$ cat config.mk
export PLATFORM = sky130hd
export DESIGN_NAME = dsc_channel
export DESIGN_NICKNAME = d
export VERILOG_FILES = /design/src/rtl/dsc_pkg.sv /design/src/rtl/dsc_channel.sv /design/src/rtl/dsc_tick.sv
export SDC_FILE = /design/constraint.sdc
export NUM_CORES = 1
export LEC_CHECK = 0
export ABC_AREA = 1
export BUFFER_PORTS_ARGS = -buffer_cell sky130_fd_sc_hd__buf_4
export CAP_MARGIN = 30
export CORE_ASPECT_RATIO = 1.2
export CORE_MARGIN = 4
export CORE_UTILIZATION = 45
export DETAILED_ROUTE_END_ITERATION = 8
export PLACE_DENSITY = 0.68
export SETUP_SLACK_MARGIN = 0.4
export SLEW_MARGIN = 20
export SYNTH_ARGS = -nofsm -noshare
export SYNTH_HDL_FRONTEND = slang
export SYNTH_HIERARCHICAL = 1
export SYNTH_SLANG_ARGS = --single-unit
$ cat constraint.sdc
create_clock -name SYS_CLK -period 3.52 [get_ports SYS_CLK]
set_input_delay 0.352 -clock SYS_CLK [delete_from_list [all_inputs] [get_ports SYS_CLK]]
set_output_delay 0.352 -clock SYS_CLK [all_outputs]
set_load 0.05 [all_outputs]
$ cat src/rtl/dsc_pkg.sv
// Function
// - up to six source channels, two sensors standard, paired, extendable to eight
// - output selector 0..6; 1..6 pick analog output, 0 none
// - range code 0..5 picks span 10,5,2.5,-10,-5,-2.5 V; default 3
// - shutter selector 0..38; nonzero names output line; 0 disables
// - shutter condition true in deposit or manual; drops at end or stop
// - shutter polarity: 0 normally open, 1 normally closed, inverts drive
// - crucible count only 1,4,8,16,32,64; default 1 means no indexing
// - with one crucible, crucible outputs and turret settings are ignored
// - position register driven as plain binary on 2..6 lines
// - crucible start selector 0..37 names first line; 0 inactive
// - code lsb on first selected line, higher bits on following lines
// - crucible polarity sets idle state of all crucible lines
// - turret feedback flag picks feedback wait or delay timer; default off
// - with feedback, enter switch state on start; stop after 60 s
// - turret input selector 0..28; nonzero picks input line; 0 none
// - feedback on with no input assigned never leaves switch on feedback
// - without feedback wait programmed 1..60 s, default 5, then rise one
// - delay expiry advances to rise one without checking position
// - sensor type only 1,2,6,7; default 1
// - writing first sensor type 2 forces paired second sensor to 2
// - sensor type writes refused while a process runs
// - start with output selector 0 forces stop and missing-output error
package dsc_pkg;
   // ----------------------------------------
   // register offsets
   // ----------------------------------------
   localparam logic [3:0] A_DAC = 4'h0;
   localparam logic [3:0] A_RANGE = 4'h1;
   localparam logic [3:0] A_SHUT = 4'h2;
   localparam logic [3:0] A_SHUT_POL = 4'h3;
   localparam logic [3:0] A_NCRUC = 4'h4;
   localparam logic [3:0] A_CRUC_OUT = 4'h5;
   localparam logic [3:0] A_CRUC_POL = 4'h6;
   localparam logic [3:0] A_FB_EN = 4'h7;
   localparam logic [3:0] A_TUR_IN = 4'h8;
   localparam logic [3:0] A_TUR_DLY = 4'h9;
   localparam logic [3:0] A_SNS_TYPE = 4'hA;
   localparam logic [3:0] A_CMD = 4'hB;
   localparam logic [3:0] A_STATUS = 4'hC;
   localparam logic [3:0] A_POS = 4'hD;
   // ----------------------------------------
   // reset values and limits
   // ----------------------------------------
   localparam logic [2:0] RANGE_RST = 3'h3;
   localparam logic [2:0] RANGE_MAX = 3'h5;
   localparam logic [2:0] DAC_MAX = 3'h6;
   localparam logic [5:0] SHUT_MAX = 6'h26;
   localparam logic [5:0] CRUC_MAX = 6'h25;
   localparam logic [4:0] TIN_MAX = 5'h1C;
   localparam logic [5:0] DLY_RST = 6'h05;
   localparam logic [5:0] DLY_MIN = 6'h01;
   localparam logic [5:0] DLY_MAX = 6'h3C;
   localparam logic [6:0] NCRUC_RST = 7'h01;
   localparam logic [2:0] SNS_RST = 3'h1;
   localparam logic [2:0] SNS_DUAL = 3'h2;
   localparam int N_OUT = 38;
   localparam int N_IN = 28;
   localparam int N_SNS = 2;
   // ----------------------------------------
   // command bits and timing
   // ----------------------------------------
   localparam int CMD_START = 0;
   localparam int CMD_STOP = 1;
   localparam int CMD_DEP = 2;
   localparam int CMD_MAN = 3;
   localparam int CMD_DEP_END = 4;
   localparam int CMD_CLR_ERR = 5;
   localparam int FB_TIMEOUT_S = 60;
   localparam int CLK_HZ = 40_000_000;
   localparam int TICK_CYC = CLK_HZ;
   // ----------------------------------------
   // types
   // ----------------------------------------
   typedef enum logic [5:0] {
      ST_IDLE = 6'b00_0001,
      ST_SWITCH = 6'b00_0010,
      ST_RISE1 = 6'b00_0100,
      ST_DEPOSIT = 6'b00_1000,
      ST_MANUAL = 6'b01_0000,
      ST_STOP = 6'b10_0000
   } dsc_state_e;
   typedef struct packed {
      logic [3:0] addr;
      logic [31:0] wdata;
      logic wr;
      logic rd;
   } dsc_bus_s;
   typedef struct packed {
      logic cfg_err;
      logic no_dac_err;
      logic fb_timeout;
   } dsc_err_s;
endpackage

$ cat src/rtl/dsc_channel.sv
`timescale 1ns/100ps
module dsc_channel import dsc_pkg::*; #(
   parameter int TICK_CYCLES = TICK_CYC
) (
   input wire logic SYS_CLK,
   input wire logic RST_N,
   input wire logic CE,
   input wire logic [3:0] ADDR,
   input wire logic [31:0] WDATA,
   input wire logic WR,
   input wire logic RD,
   output logic [31:0] RDATA,
   input wire logic [N_IN-1:0] IN_N,
   output logic [N_OUT-1:0] RELAY,
   output logic [2:0] DAC_SEL,
   output logic [2:0] RANGE_CODE,
   output logic RUNNING
);
   // ----------------------------------------
   // configuration and bus
   // ----------------------------------------
   dsc_bus_s bus;
   dsc_err_s err;
   dsc_state_e state, next_state;
   logic [2:0] dac_sel, range_code;
   logic [5:0] shut_sel, cruc_sel, tur_dly;
   logic [4:0] tur_in;
   logic [6:0] ncruc;
   logic shut_pol, cruc_pol, fb_en;
   logic [2:0] sns_type [N_SNS];
   logic [5:0] pos;
   logic [N_IN-1:0] in_s1, in_s2;
   logic tick, fb_hit, start, stop, wr_ok, running;
   logic [5:0] sec;

   assign bus = '{addr: ADDR, wdata: WDATA, wr: WR, rd: RD};
   assign running = (state != ST_IDLE) && (state != ST_STOP);

   function automatic logic ncruc_ok(input logic [31:0] v);
      return v == 32'h1 || v == 32'h4 || v == 32'h8 || v == 32'h10
         || v == 32'h20 || v == 32'h40;
   endfunction

   function automatic logic [2:0] code_bits(input logic [6:0] n);
      case (n)
         7'h04: code_bits = 3'h2;
         7'h08: code_bits = 3'h3;
         7'h10: code_bits = 3'h4;
         7'h20: code_bits = 3'h5;
         7'h40: code_bits = 3'h6;
         default: code_bits = 3'h0;
      endcase
   endfunction

   function automatic logic sns_ok(input logic [31:0] v);
      return v == 32'h1 || v == 32'h2 || v == 32'h6 || v == 32'h7;
   endfunction

   // validity of each write, refused values keep the old setting
   always_comb begin
      wr_ok = 1'b1;
      if (bus.addr == A_DAC) begin
         wr_ok = bus.wdata <= 32'(DAC_MAX);
      end else if (bus.addr == A_RANGE) begin
         wr_ok = bus.wdata <= 32'(RANGE_MAX);
      end else if (bus.addr == A_SHUT) begin
         wr_ok = bus.wdata <= 32'(SHUT_MAX);
      end else if (bus.addr == A_SHUT_POL || bus.addr == A_CRUC_POL
            || bus.addr == A_FB_EN) begin
         wr_ok = bus.wdata <= 32'h1;
      end else if (bus.addr == A_NCRUC) begin
         wr_ok = ncruc_ok(bus.wdata);
      end else if (bus.addr == A_CRUC_OUT) begin
         wr_ok = bus.wdata <= 32'(CRUC_MAX);
      end else if (bus.addr == A_TUR_IN) begin
         wr_ok = bus.wdata <= 32'(TIN_MAX);
      end else if (bus.addr == A_TUR_DLY) begin
         wr_ok = bus.wdata >= 32'(DLY_MIN)
            && bus.wdata <= 32'(DLY_MAX);
      end else if (bus.addr == A_SNS_TYPE) begin
         wr_ok = sns_ok({1'b0, bus.wdata[31:1]}) && !running;
      end
   end

   always_ff @(posedge SYS_CLK) begin
      if (!RST_N) begin
         dac_sel <= 3'h0;
         range_code <= RANGE_RST;
         shut_sel <= 6'h00;
         shut_pol <= 1'b0;
         ncruc <= NCRUC_RST;
         cruc_sel <= 6'h00;
         cruc_pol <= 1'b0;
         fb_en <= 1'b0;
         tur_in <= 5'h00;
         tur_dly <= DLY_RST;
         pos <= 6'h00;
      end else if (CE && bus.wr && wr_ok) begin
         if (bus.addr == A_DAC) begin
            dac_sel <= bus.wdata[2:0];
         end else if (bus.addr == A_RANGE) begin
            range_code <= bus.wdata[2:0];
         end else if (bus.addr == A_SHUT) begin
            shut_sel <= bus.wdata[5:0];
         end else if (bus.addr == A_SHUT_POL) begin
            shut_pol <= bus.wdata[0];
         end else if (bus.addr == A_NCRUC) begin
            ncruc <= bus.wdata[6:0];
         end else if (bus.addr == A_CRUC_OUT) begin
            cruc_sel <= bus.wdata[5:0];
         end else if (bus.addr == A_CRUC_POL) begin
            cruc_pol <= bus.wdata[0];
         end else if (bus.addr == A_FB_EN) begin
            fb_en <= bus.wdata[0];
         end else if (bus.addr == A_TUR_IN) begin
            tur_in <= bus.wdata[4:0];
         end else if (bus.addr == A_TUR_DLY) begin
            tur_dly <= bus.wdata[5:0];
         end else if (bus.addr == A_POS) begin
            pos <= bus.wdata[5:0];
         end
      end
   end

   // sensor pair: bit 0 picks the sensor of the pair, value above it
   always_ff @(posedge SYS_CLK) begin
      if (!RST_N) begin
         for (int i = 0; i < N_SNS; i++) begin
            sns_type[i] <= SNS_RST;
         end
      end else if (CE && bus.wr && wr_ok && bus.addr == A_SNS_TYPE) begin
         sns_type[bus.wdata[0]] <= bus.wdata[3:1];
         if (!bus.wdata[0] && bus.wdata[3:1] == SNS_DUAL) begin
            sns_type[1] <= SNS_DUAL;
         end
      end
   end

   // ----------------------------------------
   // feedback input sync
   // ----------------------------------------
   always_ff @(posedge SYS_CLK) begin
      if (!RST_N) begin
         in_s1 <= '1;
         in_s2 <= '1;
      end else if (CE) begin
         in_s1 <= IN_N;
         in_s2 <= in_s1;
      end
   end

   // low level is asserted; no input assigned never hits
   assign fb_hit = (tur_in != 5'h00)
      && !in_s2[5'(tur_in - 5'h01)];

   // ----------------------------------------
   // sequencer
   // ----------------------------------------
   assign start = bus.wr && bus.addr == A_CMD && bus.wdata[CMD_START];
   assign stop = bus.wr && bus.addr == A_CMD && bus.wdata[CMD_STOP];

   dsc_tick #(.CYC(TICK_CYCLES)) u_tick (
      .clk(SYS_CLK),
      .rst_n(RST_N),
      .ce(CE),
      .run(state == ST_SWITCH),
      .tick(tick)
   );

   always_ff @(posedge SYS_CLK) begin
      if (!RST_N || state != ST_SWITCH) begin
         sec <= 6'h00;
      end else if (CE && tick) begin
         sec <= sec + 6'h01;
      end
   end

   always_comb begin
      next_state = state;
      case (state)
         ST_IDLE, ST_STOP: begin
            if (start && dac_sel == 3'h0) begin
               next_state = ST_STOP;
            end else if (start && ncruc == NCRUC_RST) begin
               next_state = ST_RISE1;
            end else if (start) begin
               next_state = ST_SWITCH;
            end
         end
         ST_SWITCH: begin
            if (fb_en && fb_hit) begin
               next_state = ST_RISE1;
            end else if (fb_en && tick
                  && sec == 6'(FB_TIMEOUT_S - 1)) begin
               next_state = ST_STOP;
            end else if (!fb_en && tick && sec == tur_dly - 6'h01) begin
               next_state = ST_RISE1;
            end
         end
         ST_RISE1: begin
            if (bus.wr && bus.addr == A_CMD && bus.wdata[CMD_DEP]) begin
               next_state = ST_DEPOSIT;
            end
         end
         ST_DEPOSIT, ST_MANUAL: begin
            if (bus.wr && bus.addr == A_CMD && bus.wdata[CMD_DEP_END]) begin
               next_state = ST_IDLE;
            end else if (bus.wr && bus.addr == A_CMD
                  && bus.wdata[CMD_MAN]) begin
               next_state = ST_MANUAL;
            end else if (bus.wr && bus.addr == A_CMD
                  && bus.wdata[CMD_DEP]) begin
               next_state = ST_DEPOSIT;
            end
         end
         default: next_state = ST_IDLE;
      endcase
      if (stop && state != ST_IDLE) begin
         next_state = ST_STOP;
      end
   end

   always_ff @(posedge SYS_CLK) begin
      if (!RST_N) begin
         state <= ST_IDLE;
      end else if (CE) begin
         state <= next_state;
      end
   end

   // ----------------------------------------
   // sticky errors, set wins over clear
   // ----------------------------------------
   always_ff @(posedge SYS_CLK) begin
      if (!RST_N) begin
         err <= '0;
      end else if (CE) begin
         if (bus.wr && bus.addr == A_CMD && bus.wdata[CMD_CLR_ERR]) begin
            err <= '0;
         end
         if (bus.wr && !wr_ok) begin
            err.cfg_err <= 1'b1;
         end
         if (start && state inside {ST_IDLE, ST_STOP} && dac_sel == 3'h0) begin
            err.no_dac_err <= 1'b1;
         end
         if (state == ST_SWITCH && next_state == ST_STOP && !stop) begin
            err.fb_timeout <= 1'b1;
         end
      end
   end

   // ----------------------------------------
   // relay drive
   // ----------------------------------------
   always_ff @(posedge SYS_CLK) begin
      if (!RST_N) begin
         RELAY <= '0;
      end else if (CE) begin
         for (int i = 0; i < N_OUT; i++) begin
            RELAY[i] <= 1'b0;
            // lsb on the first selected line
            if (ncruc != NCRUC_RST && cruc_sel != 6'h00
                  && i >= int'(cruc_sel) - 1
                  && i < int'(cruc_sel) - 1 + int'(code_bits(ncruc))) begin
               RELAY[i] <= pos[i - int'(cruc_sel) + 1]
                  ^ cruc_pol;
            end
            if (shut_sel != 6'h00 && i == int'(shut_sel) - 1) begin
               RELAY[i] <= (state inside {ST_DEPOSIT, ST_MANUAL})
                  ^ shut_pol;
            end
         end
      end
   end

   // ----------------------------------------
   // read port, one cycle latency
   // ----------------------------------------
   always_ff @(posedge SYS_CLK) begin
      if (!RST_N) begin
         RDATA <= 32'h0000_0000;
      end else if (CE) begin
         RDATA <= 32'h0000_0000;
         if (bus.rd) begin
            if (bus.addr == A_DAC) begin
               RDATA <= {29'h0, dac_sel};
            end else if (bus.addr == A_RANGE) begin
               RDATA <= {29'h0, range_code};
            end else if (bus.addr == A_SHUT) begin
               RDATA <= {26'h0, shut_sel};
            end else if (bus.addr == A_SHUT_POL) begin
               RDATA <= {31'h0, shut_pol};
            end else if (bus.addr == A_NCRUC) begin
               RDATA <= {25'h0, ncruc};
            end else if (bus.addr == A_CRUC_OUT) begin
               RDATA <= {26'h0, cruc_sel};
            end else if (bus.addr == A_CRUC_POL) begin
               RDATA <= {31'h0, cruc_pol};
            end else if (bus.addr == A_FB_EN) begin
               RDATA <= {31'h0, fb_en};
            end else if (bus.addr == A_TUR_IN) begin
               RDATA <= {27'h0, tur_in};
            end else if (bus.addr == A_TUR_DLY) begin
               RDATA <= {26'h0, tur_dly};
            end else if (bus.addr == A_SNS_TYPE) begin
               RDATA <= {26'h0, sns_type[1], sns_type[0]};
            end else if (bus.addr == A_STATUS) begin
               RDATA <= {23'h0, err, state};
            end else if (bus.addr == A_POS) begin
               RDATA <= {26'h0, pos};
            end
         end
      end
   end

   always_ff @(posedge SYS_CLK) begin
      if (!RST_N) begin
         DAC_SEL <= 3'h0;
         RANGE_CODE <= RANGE_RST;
         RUNNING <= 1'b0;
      end else if (CE) begin
         DAC_SEL <= dac_sel;
         RANGE_CODE <= range_code;
         RUNNING <= running;
      end
   end
endmodule

$ cat src/rtl/dsc_tick.sv
`timescale 1ns/100ps
// ----------------------------------------
// one-second timebase
// ----------------------------------------
module dsc_tick import dsc_pkg::*; #(
   parameter int CYC = TICK_CYC
) (
   input wire logic clk,
   input wire logic rst_n,
   input wire logic ce,
   input wire logic run,
   output logic tick
);
   logic [31:0] cnt;
   initial begin
      if (CYC < 1) $error("dsc_tick: CYC must be at least 1");
   end
   // restart on run low so each wait counts whole seconds
   always_ff @(posedge clk) begin
      if (!rst_n || !run) begin
         cnt <= 32'h0000_0000;
         tick <= 1'b0;
      end else if (ce) begin
         tick <= (cnt == 32'(CYC - 1));
         cnt <= (cnt == 32'(CYC - 1)) ? 32'h0000_0000 : cnt + 32'h0000_0001;
      end
   end
endmodule
# == Word-level counts from Yosys, hierarchy flattened ==
# Memory sizes are Yosys's and may differ from the RTL's.
# Index checks and enable logic that the tools add are counted.
# totals
regBits,226
latchBits,0
mem_bits_rw,6
mem_bits_ro,0
output_inout_bits,77
memories,1
# classes
addsub,83
multipliers,0
div_mod_pow,0
n_lt_le_gt_ge,123
eq_ne,81
shift,0
mux,246
bitwise_logic,50
reduce_logical,192
# mem_list
name,words,width,rd,rd_clocked_by_memory_dff,wr,line,source
sns_type,2,3,2,0,2,dsc_channel.sv:30,logic [2:0] sns_type [N_SNS];
# op_table
op,count
6-bit by 32-bit greater-or-equal comparator with 1-bit output (first input constant),16
6-bit by 32-bit less-than comparator with 1-bit output (first input constant),16
7-bit by 2-bit adder with 8-bit output (second input constant),38
8-bit by 5-bit less-than comparator with 1-bit output (second input constant),38
5-bit by 32-bit greater-or-equal comparator with 1-bit output (first input constant),8
5-bit by 32-bit less-than comparator with 1-bit output (first input constant),8
7-bit by 32-bit greater-or-equal comparator with 1-bit output (first input constant),6
7-bit by 32-bit less-than comparator with 1-bit output (first input constant),6
1-bit 2-to-1 mux,175
1-bit logical AND,144
4-bit by 32-bit greater-or-equal comparator with 1-bit output (first input constant),4
4-bit by 32-bit less-than comparator with 1-bit output (first input constant),4
9-bit 2-to-1 mux,13
1-bit binary-select mux with 3-bit select,38
6-bit by 7-bit == test with 1-bit output (first input constant),16
5-bit by 6-bit subtractor with 7-bit output (first input constant),16
32-bit by 6-bit less-or-equal comparator with 1-bit output (second input constant),3
6-bit 2-to-1 mux,11
3-bit by 32-bit greater-or-equal comparator with 1-bit output (first input constant),2
32-bit by 3-bit less-or-equal comparator with 1-bit output (second input constant),2
3-bit by 32-bit less-than comparator with 1-bit output (first input constant),2
31-bit by 3-bit == test with 1-bit output (second input constant),2
5-bit by 7-bit == test with 1-bit output (first input constant),8
4-bit by 6-bit subtractor with 7-bit output (first input constant),8
82 further kinds,191

# == Longest topological paths before layout ==
# Gate-level depths: netlist of the first run.
# depth
word_depth,21
ltp_mapped,26
mapped_depth_nobuf,26

# == Modules after synthesis ==
# Netlist of the first run, hierarchy kept.
# by_module_without_submodules
module,instances,cells_each,area_each_um2,seq_area_each_um2
dsc_channel,1,1734,11045.6,3553.4
dsc_tick,1,296,1881.8,660.6

# == Least setup slack after synthesis of the first run ==
# Ideal clock, no wire load.
# synth_path
path_type,reg2reg
start,register cruc_sel[0]
end,register RELAY[27]
setup_ns,0.132
arrival_ns,3.754
required_ns,3.388
path_slack_ns,-0.367
stages_incl_launch_ff,27
n_path_buf,1
cell_sequence,dfxtp_1 -> inv_1 -> ha_1 -> inv_2 -> nand2_1 -> nand2_1 -> inv_2 -> ha_1 -> inv_1 -> or2_2 -> nand2_1 -> nand2_1 -> inv_1 -> nand2_1 -> ha_1 -> inv_1 -> nor4_1 -> nand4_1 -> nor3_1 -> nand2_1 -> nor2_4 -> inv_2 -> buf_6 -> o2111ai_1 -> o21ai_1 -> nand3_1 -> a21oi_1
# synth_between
elab_chain_len,8
word_cells_on_any_way,16
cone_classes,add/sub (4); order compare (2); mux (5); bitwise (1); reduce/logical (4)
# synth_lines
item,line,source
start: declaration,dsc_channel.sv:26,"logic [5:0] shut_sel, cruc_sel, tur_dly;"
start signal: assignment,dsc_channel.sv:110,cruc_sel <= bus.wdata[5:0];
branches (longest 6 deep; another with 32-bit by 4-bit adder with 32-bit output),-,
1-bit 2-to-1 mux *,dsc_channel.sv:263,if (ncruc != NCRUC_RST && cruc_sel != 6'h00
1-bit 2-to-1 mux *,dsc_channel.sv:269,if (shut_sel != 6'h00 && i == int'(shut_sel) - 1) begin
end signal: indexed assignment,dsc_channel.sv:266,RELAY[i] <= pos[i - int'(cruc_sel) + 1]
end signal: indexed assignment,dsc_channel.sv:270,"RELAY[i] <= (state inside {ST_DEPOSIT, ST_MANUAL})"
end: declaration,dsc_channel.sv:14,"output logic [N_OUT-1:0] RELAY,"
# Every way passes the cells marked *. The select of a mux whose other input is x is not followed.
# A chain may end at the register's enable or synchronous reset.

# == Final worst setup path of the first run ==
# layout_path
start,register ncruc[2]
end,register RELAY[1]
# layout_between
elab_chain_len,9
word_cells_on_any_way,16
cone_classes,add/sub (1); order compare (1); eq/ne (6); mux (5); reduce/logical (3)
# layout_lines
item,line,source
start: declaration,dsc_channel.sv:28,logic [6:0] ncruc;
start signal: assignment,dsc_channel.sv:108,ncruc <= bus.wdata[6:0];
"7-bit == test, or another cell as far along",dsc_channel.sv:45,case (n)
3-bit one-hot mux with 5 select lines,dsc_channel.sv:45,
3-bit 2-to-1 mux,dsc_channel.sv:259,end else if (CE) begin
3-bit 2-to-1 mux,dsc_channel.sv:257,if (!RST_N) begin
32-bit by 4-bit adder with 32-bit output,dsc_channel.sv:265,&& i < int'(cruc_sel) - 1 + int'(code_bits(ncruc))) begin
2-bit by 32-bit less-than comparator with 1-bit output,dsc_channel.sv:265,
1-bit logical AND *,dsc_channel.sv:265,
1-bit 2-to-1 mux *,dsc_channel.sv:263,
1-bit 2-to-1 mux *,dsc_channel.sv:269,
# Every way passes the cells marked *; elsewhere a longest branch is shown, timed or not. The select of a mux whose other input is x is not followed.

==> run summary, run 1 <==
Synth area leader - dfxtp_1
CTS hold repair buffers - 0
Worst setup margin - -0.07237 ns
Met2 WL post-DR - 23370 um
Hpwl dp - 34450 um
CP required - 3.95 ns
Clock Tree Buf Depth - 3
Synth top area share - 31.90%
Met3 WL - 2716 um
Post-route cell area - 15840 um^2
Peak supply drop - 0.0003553 V
Number of enable flip-flop cells after synthesis - 3
Die Y - 193.7 um
Starting Density - 45.90%
H-tree Lvls - 1
Crit path arrival time - 4.02 ns
Tcrit/Tclk final - 102.1%
Top FF cell, synth - dfxtp_1
Hold violation total from the final report - 0
Syn Area/Cell - 6.368 um^2
Setup violators final - 15
Slew Viols, Final - 0
DRC - 0
Largest net degree at the start of global routing - 90
Placed cell areas - 14550 um^2
Crit. End Element - flop
Fill count - 2874
Ranking of synthesized cells by area - dfxtp_1, nand2_1, nor2_1
Sequential area share after synthesis - 32.60%
Slew @ Worst Pin - 0.8774 ns
Distinct cells, synth - 58
Vias in the first global route - 13690
Setup Skew - 0.02957 ns
Hold WS - 0.01786 ns
Slowest cell on the critical path - dfxtp_4
I/O Pins - 146
CP Launch Type - flop
Top sig layer - met4
Failing checks - negative setup slack
Critical path cell sequence - nor2_4 > nand2_4 > nor4_4 > a31o_2 > ha_4 > inv_2 > fa_2 > or2_4 > nand2_4 > nand2_4 > inv_6 > nand2_4 > ha_4 > inv_2 > nor4_2 > nand4_1 > nor3_2 > nand2_2 > nor2_4 > inv_4 > nor2_4 > inv_4 > o2111ai_2 > a21oi_1
Initial antenna violation count - 0
CTS sink cnt - 209
Crit-path max FO - 6
Drt wl/cell - 17.78 um
Clock slew at reported path FFs - 0.06 ns
PortBufs - 122
First-iteration detailed-routing DRC count - 978
Diodes inserted - 0
Cell total after placement - 2527
Vias per inst - 5.485
Max Cap Violations - 0
Mapped Area - 12930 um^2
Area growth from synthesis to layout - 22.54%
Placement Setup Slack - -0.4597 ns
Most common cell after layout, fill and taps aside - nand2_1
Crit Path Category - reg -> reg
Highest clock rate - 278.4 MHz
Synth Instances - 2030
Met1 WL - 16640 um
Power density cells - 384.0 nW/um^2
Final core utilization - 56.24%
Total power - 6.083 mW
DRT Pass-1 Iters - 6
TritonCTS Buffers - 24
Status - complete, but fails checks
Cell family with most CP delay - simple AND/OR/NAND/NOR gates
Max_slew headroom - 41.50%
Area of the core - 28170 um^2
Skew-Pair Late Insertion Delay - 0.55 ns
Via count - 14120
Syn. warnings - 6
Worst stage delay on the critical path - 0.36 ns
GRT Residual Overflow - 0
Most frequent cells in the layout - nand2_1, nor2_1, inv_1
DRT antenna net count - 0
CTS tree - yes
Sum of negative setup slack - -0.6283 ns
RSZ-0062 raised after global routing - yes
CTS root buf - clkbuf_16
Min-delay worst type - in -> reg
Chip Width - 162.7 um
CP dominant cell by count - nand2_4
Routed wire length - 45780 um
First-pass GRT wire length - 72230 um
Fraction of layout cells with a size suffix above 1 - 16.67%
Layout Nets - 2270
Register bit count reported by yosys - 209
Rows - 67
Critical path buffers and inverters - 5
Final Critical Period - 3.592 ns
Non-filler cells, final - 2575
Total GRT Usage - 28.16%
Ys async rst share - 0%
Leak - 6.684 nW
GPL Wtd Cong - 0.9930
Die area - 31520 um^2
==> worst paths after layout <==
path                  start         to  slack [ns]  depth (start not counted)
setup / recovery   ncruc[2]   RELAY[1]       -0.07                         24
hold / removal     IN_N[22]  in_s1[22]        0.02                          3
setup reg to reg   ncruc[2]   RELAY[1]       -0.07                         24
hold reg to reg   in_s2[22]  in_s2[22]        0.45                          2
==> registers in the layout (all words and copies together), names as in the netlist, 3 cells and up <==
name	flops
RDATA	9
sns_type	6
RANGE_CODE	3
state	6
err	3
shut_sel	6
range_code	3
in_s1	28
RELAY	38
pos	6
sec	6
ncruc	7
in_s2	28
dac_sel	3
tur_in	5
u_tick/cnt	32
DAC_SEL	3
tur_dly	6
cruc_sel	6
==> worst min-delay path, delay by kind of cell <==
kind | cells | cell delay [ns]
buffers and inverters | 1 | 0.07
AND/OR/NAND/NOR | 2 | 0.10
==> synth_stat cells, types with 4 or more instances <==
cell,instances
nor2_2,5
dfxtp_1,206
clkbuf_1,54
inv_2,15
buf_1,7
o21ai_1,5
nor2_4,10
nand2_1,419
ha_1,22
nand3_1,154
o22ai_1,5
inv_1,213
nor2_1,338
o2111ai_1,24
clkinv_1,6
nor3_1,36
and2_1,5
buf_4,24
o211ai_1,18
o21ai_0,163
nor4_1,12
nand2_2,7
a21oi_1,147
nand4_1,35
a31oi_1,10
a211oi_1,4
xnor2_1,10
buf_2,6
xor2_1,26
==> routing by layer <==
metal	vias up	global-route usage (%)
li1	6940	-
met1	6483	30.88
met2	526	51.46
met3	174	3.317
met4	0	16.63
met5	-	0
==> power breakdown <==
part           total (mW)  switching [mW]  internal (mW)
clock network        2.78            1.06           1.71
registers            2.50          0.0524           2.45
logic               0.802           0.565          0.237
==> cell type report <==
cell class,instances,area (um^2),share of cell area [%]
Timing Repair Buffer,194,1491,9.415
Tap cell,379,474.2,2.993
Clock inverter,13,216.5,1.366
Multi-Input combinational cell,1515,7869,49.67
Inverter,234,897.1,5.663
Sequential cell,209,4227,26.68
Clock buffer,31,666.9,4.210
==> logic make-up (layout without fill, tap and decap cells) <==
| group | Yosys count | in the layout | share of synthesized area [%] |
|---|---|---|---|
| and+or+nand+nor | 1037 | 1037 | 34.65 |
| AOI/OAI and AO/OA | 393 | 393 | 17.04 |
| buffers and inverters | 328 | 472 | 10.45 |
| DFF | 209 | 209 | 32.60 |
| xor gates and xnor gates | 38 | 38 | 2.865 |
| adders and majority gates | 23 | 23 | 2.284 |
| other | 1 | 23 | 0.02901 |
| muxes | 1 | 1 | 0.07743 |
==> what timing repair did <==
| action | in CTS | in global routing |
|---|---|---|
| setup buffers | 0 | 4 |
| resized for setup | 46 | 37 |
| cloned | 0 | 0 |
| setup endpoints to repair | 38 | 38 |
| endpoints found under the hold margin | 0 | 0 |
| pin swaps | 21 | 16 |
Note: power is estimated with default switching activity, not from simulation.
==> run 2: changes to the inputs <==
RECOVER_POWER = 25   (was default)
==> run summary, run 2 (same netlist as run 1, synthesis figures left out) <==
Status - complete, but fails checks
Failing checks - max-capacitance violations, max-slew violations, negative setup slack
CTS tree - yes
Die area - 31520 um^2
Setup violators final - 15
Crit Path Category - reg -> reg
Slew @ Worst Pin - 1.524 ns
GRT Residual Overflow - 0
Critical Path Stages - 24
H-tree Lvls - 1
Final core utilization - 56.23%
Worst setup margin - -0.07404 ns
Cell family with most CP delay - simple AND/OR/NAND/NOR gates
Worst stage delay on the critical path - 0.36 ns
Diodes inserted - 0
Area of the core - 28170 um^2
Area growth from synthesis to layout - 22.51%
Top Registers - RELAY x38, u_tick/cnt x32
DRT Pass-1 Iters - 6
CTS root buf - clkbuf_16
Routed wire length - 45800 um
Layout Nets - 2270
Fraction of layout cells with a size suffix above 1 - 16.62%
Largest net degree at the start of global routing - 90
Initial antenna violation count - 0
Reg2reg path depth - 24
Final Critical Period - 3.594 ns
Critical path buffers and inverters - 5
Max Cap Violations - 1
GPL Wtd Cong - 0.9930
Vias per inst - 5.486
Peak supply drop - 0.0003554 V
Non-filler cells, final - 2575
Post-route cell area - 15840 um^2
Power density cells - 384.2 nW/um^2
Via count - 14130
Rows - 67
Drt wl/cell - 17.79 um
Total GRT Usage - 28.16%
Crit. End Element - flop
CP Launch Type - flop
Max_slew headroom - -1.610%
Chip Width - 162.7 um
Die Y - 193.7 um
I/O Pins - 146
CP required - 3.95 ns
Biggest register - RELAY
Crit path arrival time - 4.02 ns
Setup Skew - 0.02825 ns
Number of flip-flops in the largest register - 38
WHS Path Cells - 3
Most common cell after layout, fill and taps aside - nand2_1
DRC - 0
RSZ-0062 raised after global routing - yes
DRT antenna net count - 0
Hpwl dp - 34450 um
Min-delay worst type - in -> reg
Leak - 6.680 nW
Clock Tree Buf Depth - 3
Critical path cell sequence - nor2_4 > nand2_4 > nor4_4 > a31o_2 > ha_4 > inv_2 > fa_2 > or2_4 > nand2_4 > nand2_4 > inv_6 > nand2_4 > ha_4 > inv_2 > nor4_2 > nand4_1 > nor3_2 > nand2_2 > nor2_4 > inv_4 > nor2_4 > inv_4 > o2111ai_2 > a21oi_1
Tcrit/Tclk final - 102.1%
CTS sink cnt - 209
Clock slew at reported path FFs - 0.06 ns
Slew Viols, Final - 37
Starting Density - 45.90%
First-pass GRT wire length - 72230 um
Sum of negative setup slack - -0.6377 ns
Highest clock rate - 278.2 MHz
Vias in the first global route - 13690
First-iteration detailed-routing DRC count - 977
Placed cell areas - 14550 um^2
CP dominant cell by count - nand2_4
Hold violation total from the final report - 0
PortBufs - 122
TritonCTS Buffers - 24
Skew-Pair Late Insertion Delay - 0.54 ns
Slowest cell on the critical path - dfxtp_4
Most frequent cells in the layout - nand2_1, nor2_1, inv_1
Crit-path max FO - 6
Cell total after placement - 2527
CTS hold repair buffers - 0
Fill count - 2876
## run 2: changes by cell type in the layout (fill, tap and decap cells not counted), sizes merged
cell	before	now
buf	194	193
clkbuf	31	32
## run 2: metal layers
metal | vias up | wire (um) | global-route usage (%) | part of all wire (%)
met2 | 514 | 23440 | 51.46 | 51
met5 | - | 0 | 0 | 0
met3 | 164 | 2705 | 3.317 | 5.9
li1 | 6942 | - | - | -
met1 | 6506 | 16670 | 30.88 | 36
met4 | 0 | 2975 | 16.63 | 6.5
## run 2: layout make-up
type | count | area, um^2 | share of cell area [%]
Clock buffer | 31 | 666.9 | 4.211
Clock inverter | 13 | 216.5 | 1.367
Inverter | 234 | 897.1 | 5.664
Multi-Input combinational cell | 1515 | 7869 | 49.68
Sequential cell | 209 | 4227 | 26.69
Tap cell | 379 | 474.2 | 2.994
Timing Repair Buffer | 194 | 1488 | 9.393
## run 2: worst reg2reg max path, cell delays in order, from the launching register on
cell	delay, ns
dfxtp_4	0.36
nor2_4	0.13
nand2_4	0.08
nor4_4	0.15
a31o_2	0.17
ha_4	0.13
inv_2	0.03
fa_2	0.34
or2_4	0.26
nand2_4	0.08
nand2_4	0.06
inv_6	0.07
nand2_4	0.05
ha_4	0.26
inv_2	0.03
nor4_2	0.20
nand4_1	0.14
nor3_2	0.14
nand2_2	0.13
nor2_4	0.15
inv_4	0.08
nor2_4	0.14
inv_4	0.08
o2111ai_2	0.16
a21oi_1	0.08
## run 2: report_power, final
group	leakage [nW]	internal, mW	switching (mW)
sequential	1.72	2.45	0.0524
combinational	4.53	0.238	0.565
clock	0.434	1.71	1.06
## run 2: worst paths after layout
check / to / slack [ns] / startpoint
hold / removal: in_s1[22] / 0.02 / IN_N[22]
setup / recovery: RELAY[1] / -0.07 / ncruc[2]
setup reg to reg: RELAY[1] / -0.07 / ncruc[2]
hold reg to reg: in_s2[22] / 0.45 / in_s2[22]
## run 2: what timing repair did
item	in CTS	in global routing
pin swaps	21	16
gates resized for setup	46	37
endpoints found under the setup margin	38	38
buffers inserted	0	4
## run 2: metrics by stage
step | power (mW) | worst slack (ns) | hold WS, ns
after floorplan | 3.078 | -0.1471 | 0.4236
after global placement | 3.332 | -0.4104 | 0.4354
after detailed placement | 3.336 | -0.4597 | 0.4371
after CTS | 6.112 | -0.08665 | 0.002249
after global routing | 6.299 | -0.3446 | 0.006947
final | 6.085 | -0.07404 | 0.01801
==> run 3: changes to the inputs <==
--- a/config.mk
+++ b/config.mk
@@ -11,7 +11,7 @@
 export CORE_ASPECT_RATIO = 1.2
 export CORE_MARGIN = 4
-export CORE_UTILIZATION = 45
+export CORE_UTILIZATION = 54
 export DETAILED_ROUTE_END_ITERATION = 8
-export PLACE_DENSITY = 0.68
+export PLACE_DENSITY = 0.79
 export RECOVER_POWER = 25
 export SETUP_SLACK_MARGIN = 0.4
==> constraint.sdc (replaced) <==
create_clock -name SYS_CLK -period 3.52 [get_ports SYS_CLK]
set_input_delay 0.352 -clock SYS_CLK [delete_from_list [all_inputs] [get_ports SYS_CLK]]
set_output_delay 0.352 -clock SYS_CLK [all_outputs]
set_load 0.01 [all_outputs]
==> run summary, run 3 (same netlist as run 1, synthesis figures left out) <==
Biggest register - RELAY
Post-route cell area - 15860 um^2
Layout Nets - 2289
Sum of negative setup slack - -7.375 ns
Drt wl/cell - 18.90 um
Skew-Pair Late Insertion Delay - 0.53 ns
Failing checks - negative setup slack
GRT Residual Overflow - 0
First-iteration detailed-routing DRC count - 1031
R2R Setup Slk - -0.28 ns
Hold violation total from the final report - 0
Total GRT Usage - 35.04%
Met3 WL - 2904 um
Vias per inst - 5.727
First-pass GRT wire length - 74310 um
Hpwl dp - 35060 um
GPL Wtd Cong - 0.9917
CP required - 3.93 ns
CTS hold repair buffers - 0
Area of the core - 23350 um^2
Non-filler cells, final - 2529
Most common cell after layout, fill and taps aside - nand2_1
Crit Path Category - reg -> reg
Sw Share - 27.44%
Placed cell areas - 14490 um^2
Leak - 6.590 nW
RSZ-0062 raised after global routing - yes
Diodes inserted - 0
H-tree Lvls - 1
I/O Pins - 146
Crit. End Element - flop
Multi-input gate area - 8003 um^2
DRT Pass-1 Iters - 6
PortBufs - 122
Crit-path max FO - 4
Worst stage delay on the critical path - 0.35 ns
Highest clock rate - 263.2 MHz
Rows - 61
Clock Tree Buf Depth - 3
Cell family with most CP delay - simple AND/OR/NAND/NOR gates
Clock slew at reported path FFs - 0.07 ns
Final Critical Period - 3.800 ns
Fill count - 2142
Critical path buffers and inverters - 6
Routed wire length - 47790 um
Peak supply drop - 0.0003698 V
Slew Viols, Final - 0
Sw Pwr - 1.621 mW
Setup Skew - 0.01467 ns
Crit path arrival time - 4.21 ns
Cell total after placement - 2463
CTS sink cnt - 209
Number of flip-flops in the largest register - 38
Fraction of layout cells with a size suffix above 1 - 16.62%
Status - complete, but fails checks
Top sig layer - met4
Total power - 5.907 mW
Slowest cell on the critical path - ha_2
Flop pwr share - 42.5%
Met1 WL - 16490 um
Power density cells - 372.4 nW/um^2
Min-delay worst type - in -> reg
Chip Width - 149.2 um
DRC - 0
Via count - 14480
Largest net degree at the start of global routing - 101
Die Y - 177.5 um
Tcrit/Tclk final - 108.0%
CTS root buf - clkbuf_16
Starting Density - 55.35%
Area growth from synthesis to layout - 22.71%
Initial antenna violation count - 0
Met2 WL post-DR - 23980 um
Clock Power Share - 45.9%
Setup violators final - 38
Slew @ Worst Pin - 1.339 ns
Die area - 26490 um^2
Hold WS - 0.02498 ns
Worst setup margin - -0.2800 ns
DRT antenna net count - 0
CTS tree - yes
CP Launch Type - flop
Most frequent cells in the layout - nand2_1, nor2_1, inv_1
Top Registers - RELAY x38, u_tick/cnt x32
Internal - 4.286 mW
Max Cap Violations - 0
TritonCTS Buffers - 24
Sequential Area - 4229 um^2
Vias in the first global route - 14210
Comb pwr share - 11.6%
Max_slew headroom - 10.21%
==> run 3: cell count changes in the layout (fill, tap and decap cells not counted), moves of 4 or more <==
cell	previous run	this run
buf_6	4	8
o21ai_2	2	6
buf_4	187	155
inv_1	205	201
clkbuf_8	4	0
a21oi_1	140	129
clkbuf_1	4	46
inv_2	17	21
o21ai_1	8	4
a21oi_2	7	18
==> run 3: area by class of cell <==
| type | instances | share of cell area, % |
|---|---|---|
| Multi-Input combinational cell | 1515 | 50.45 |
| Clock buffer | 26 | 3.968 |
| Inverter | 234 | 5.640 |
| Sequential cell | 209 | 26.66 |
| Clock inverter | 17 | 1.404 |
| Tap cell | 315 | 2.485 |
| Timing Repair Buffer | 213 | 9.394 |
==> run 3: worst register-to-register path: stages (launching register included) <==
cell and delay (ns):
dfxtp_2 0.34, nor2_4 0.14, nand2_4 0.09, buf_12 0.13
nor4_4 0.26, nor3_2 0.09, inv_1 0.11, ha_4 0.13
inv_2 0.04, o21ai_2 0.17, nand2_1 0.11, nor2_2 0.16
nand2_2 0.09, inv_2 0.08, buf_4 0.14, nand2_1 0.07
ha_2 0.35, nand4_1 0.13, nor3_2 0.22, nand2_2 0.13
nor2_4 0.16, inv_4 0.09, o2111ai_2 0.18, o21ai_1 0.09
nand3_1 0.13, a21oi_2 0.05
==> run 3: worst paths after layout <==
path         startpoint   endpoint  cells after the start
max            ncruc[3]  RELAY[26]                     25
min             IN_N[2]   in_s1[2]                      3
max reg2reg    ncruc[3]  RELAY[26]                     25
min reg2reg    in_s1[6]   in_s1[6]                      2
==> run 3: per-layer routing <==
layer | vias to the layer above | global-route usage [%]
met5 | - | 0
met4 | 0 | 28.46
met3 | 241 | 4.904
met2 | 640 | 62.01
met1 | 6624 | 36.71
li1 | 6979 | -
==> run 3: stage by stage <==
| stage | util, % | worst slack (ns) |
|---|---|---|
| 6_report | 67.92 | -0.2800 |
| 5_1_grt | 67.92 | -0.4308 |
| 4_1_cts | 67.60 | -0.07243 |
| 3_5_place_dp | 62.05 | -0.4751 |
| 3_3_place_gp | 62.05 | -0.3997 |
| 2_1_floorplan | - | -0.1471 |
==> run 3: power by group through the flow <==
stage / Combinational (mW) / Clock (mW) / Sequential [mW]
2_1_floorplan: 0.404 / 0 / 2.55
3_3_place_gp: 0.658 / 0 / 2.56
3_5_place_dp: 0.663 / 0 / 2.56
4_1_cts: 0.678 / 2.73 / 2.51
5_1_grt: 0.752 / 2.83 / 2.51
6_report: 0.687 / 2.71 / 2.51
==> run 3: repair_timing <==
item                                    CTS  global route
gates resized for setup                  75            44
setup buffers                            15             8
pin swaps                                26            22
endpoints found under the setup margin   38            38
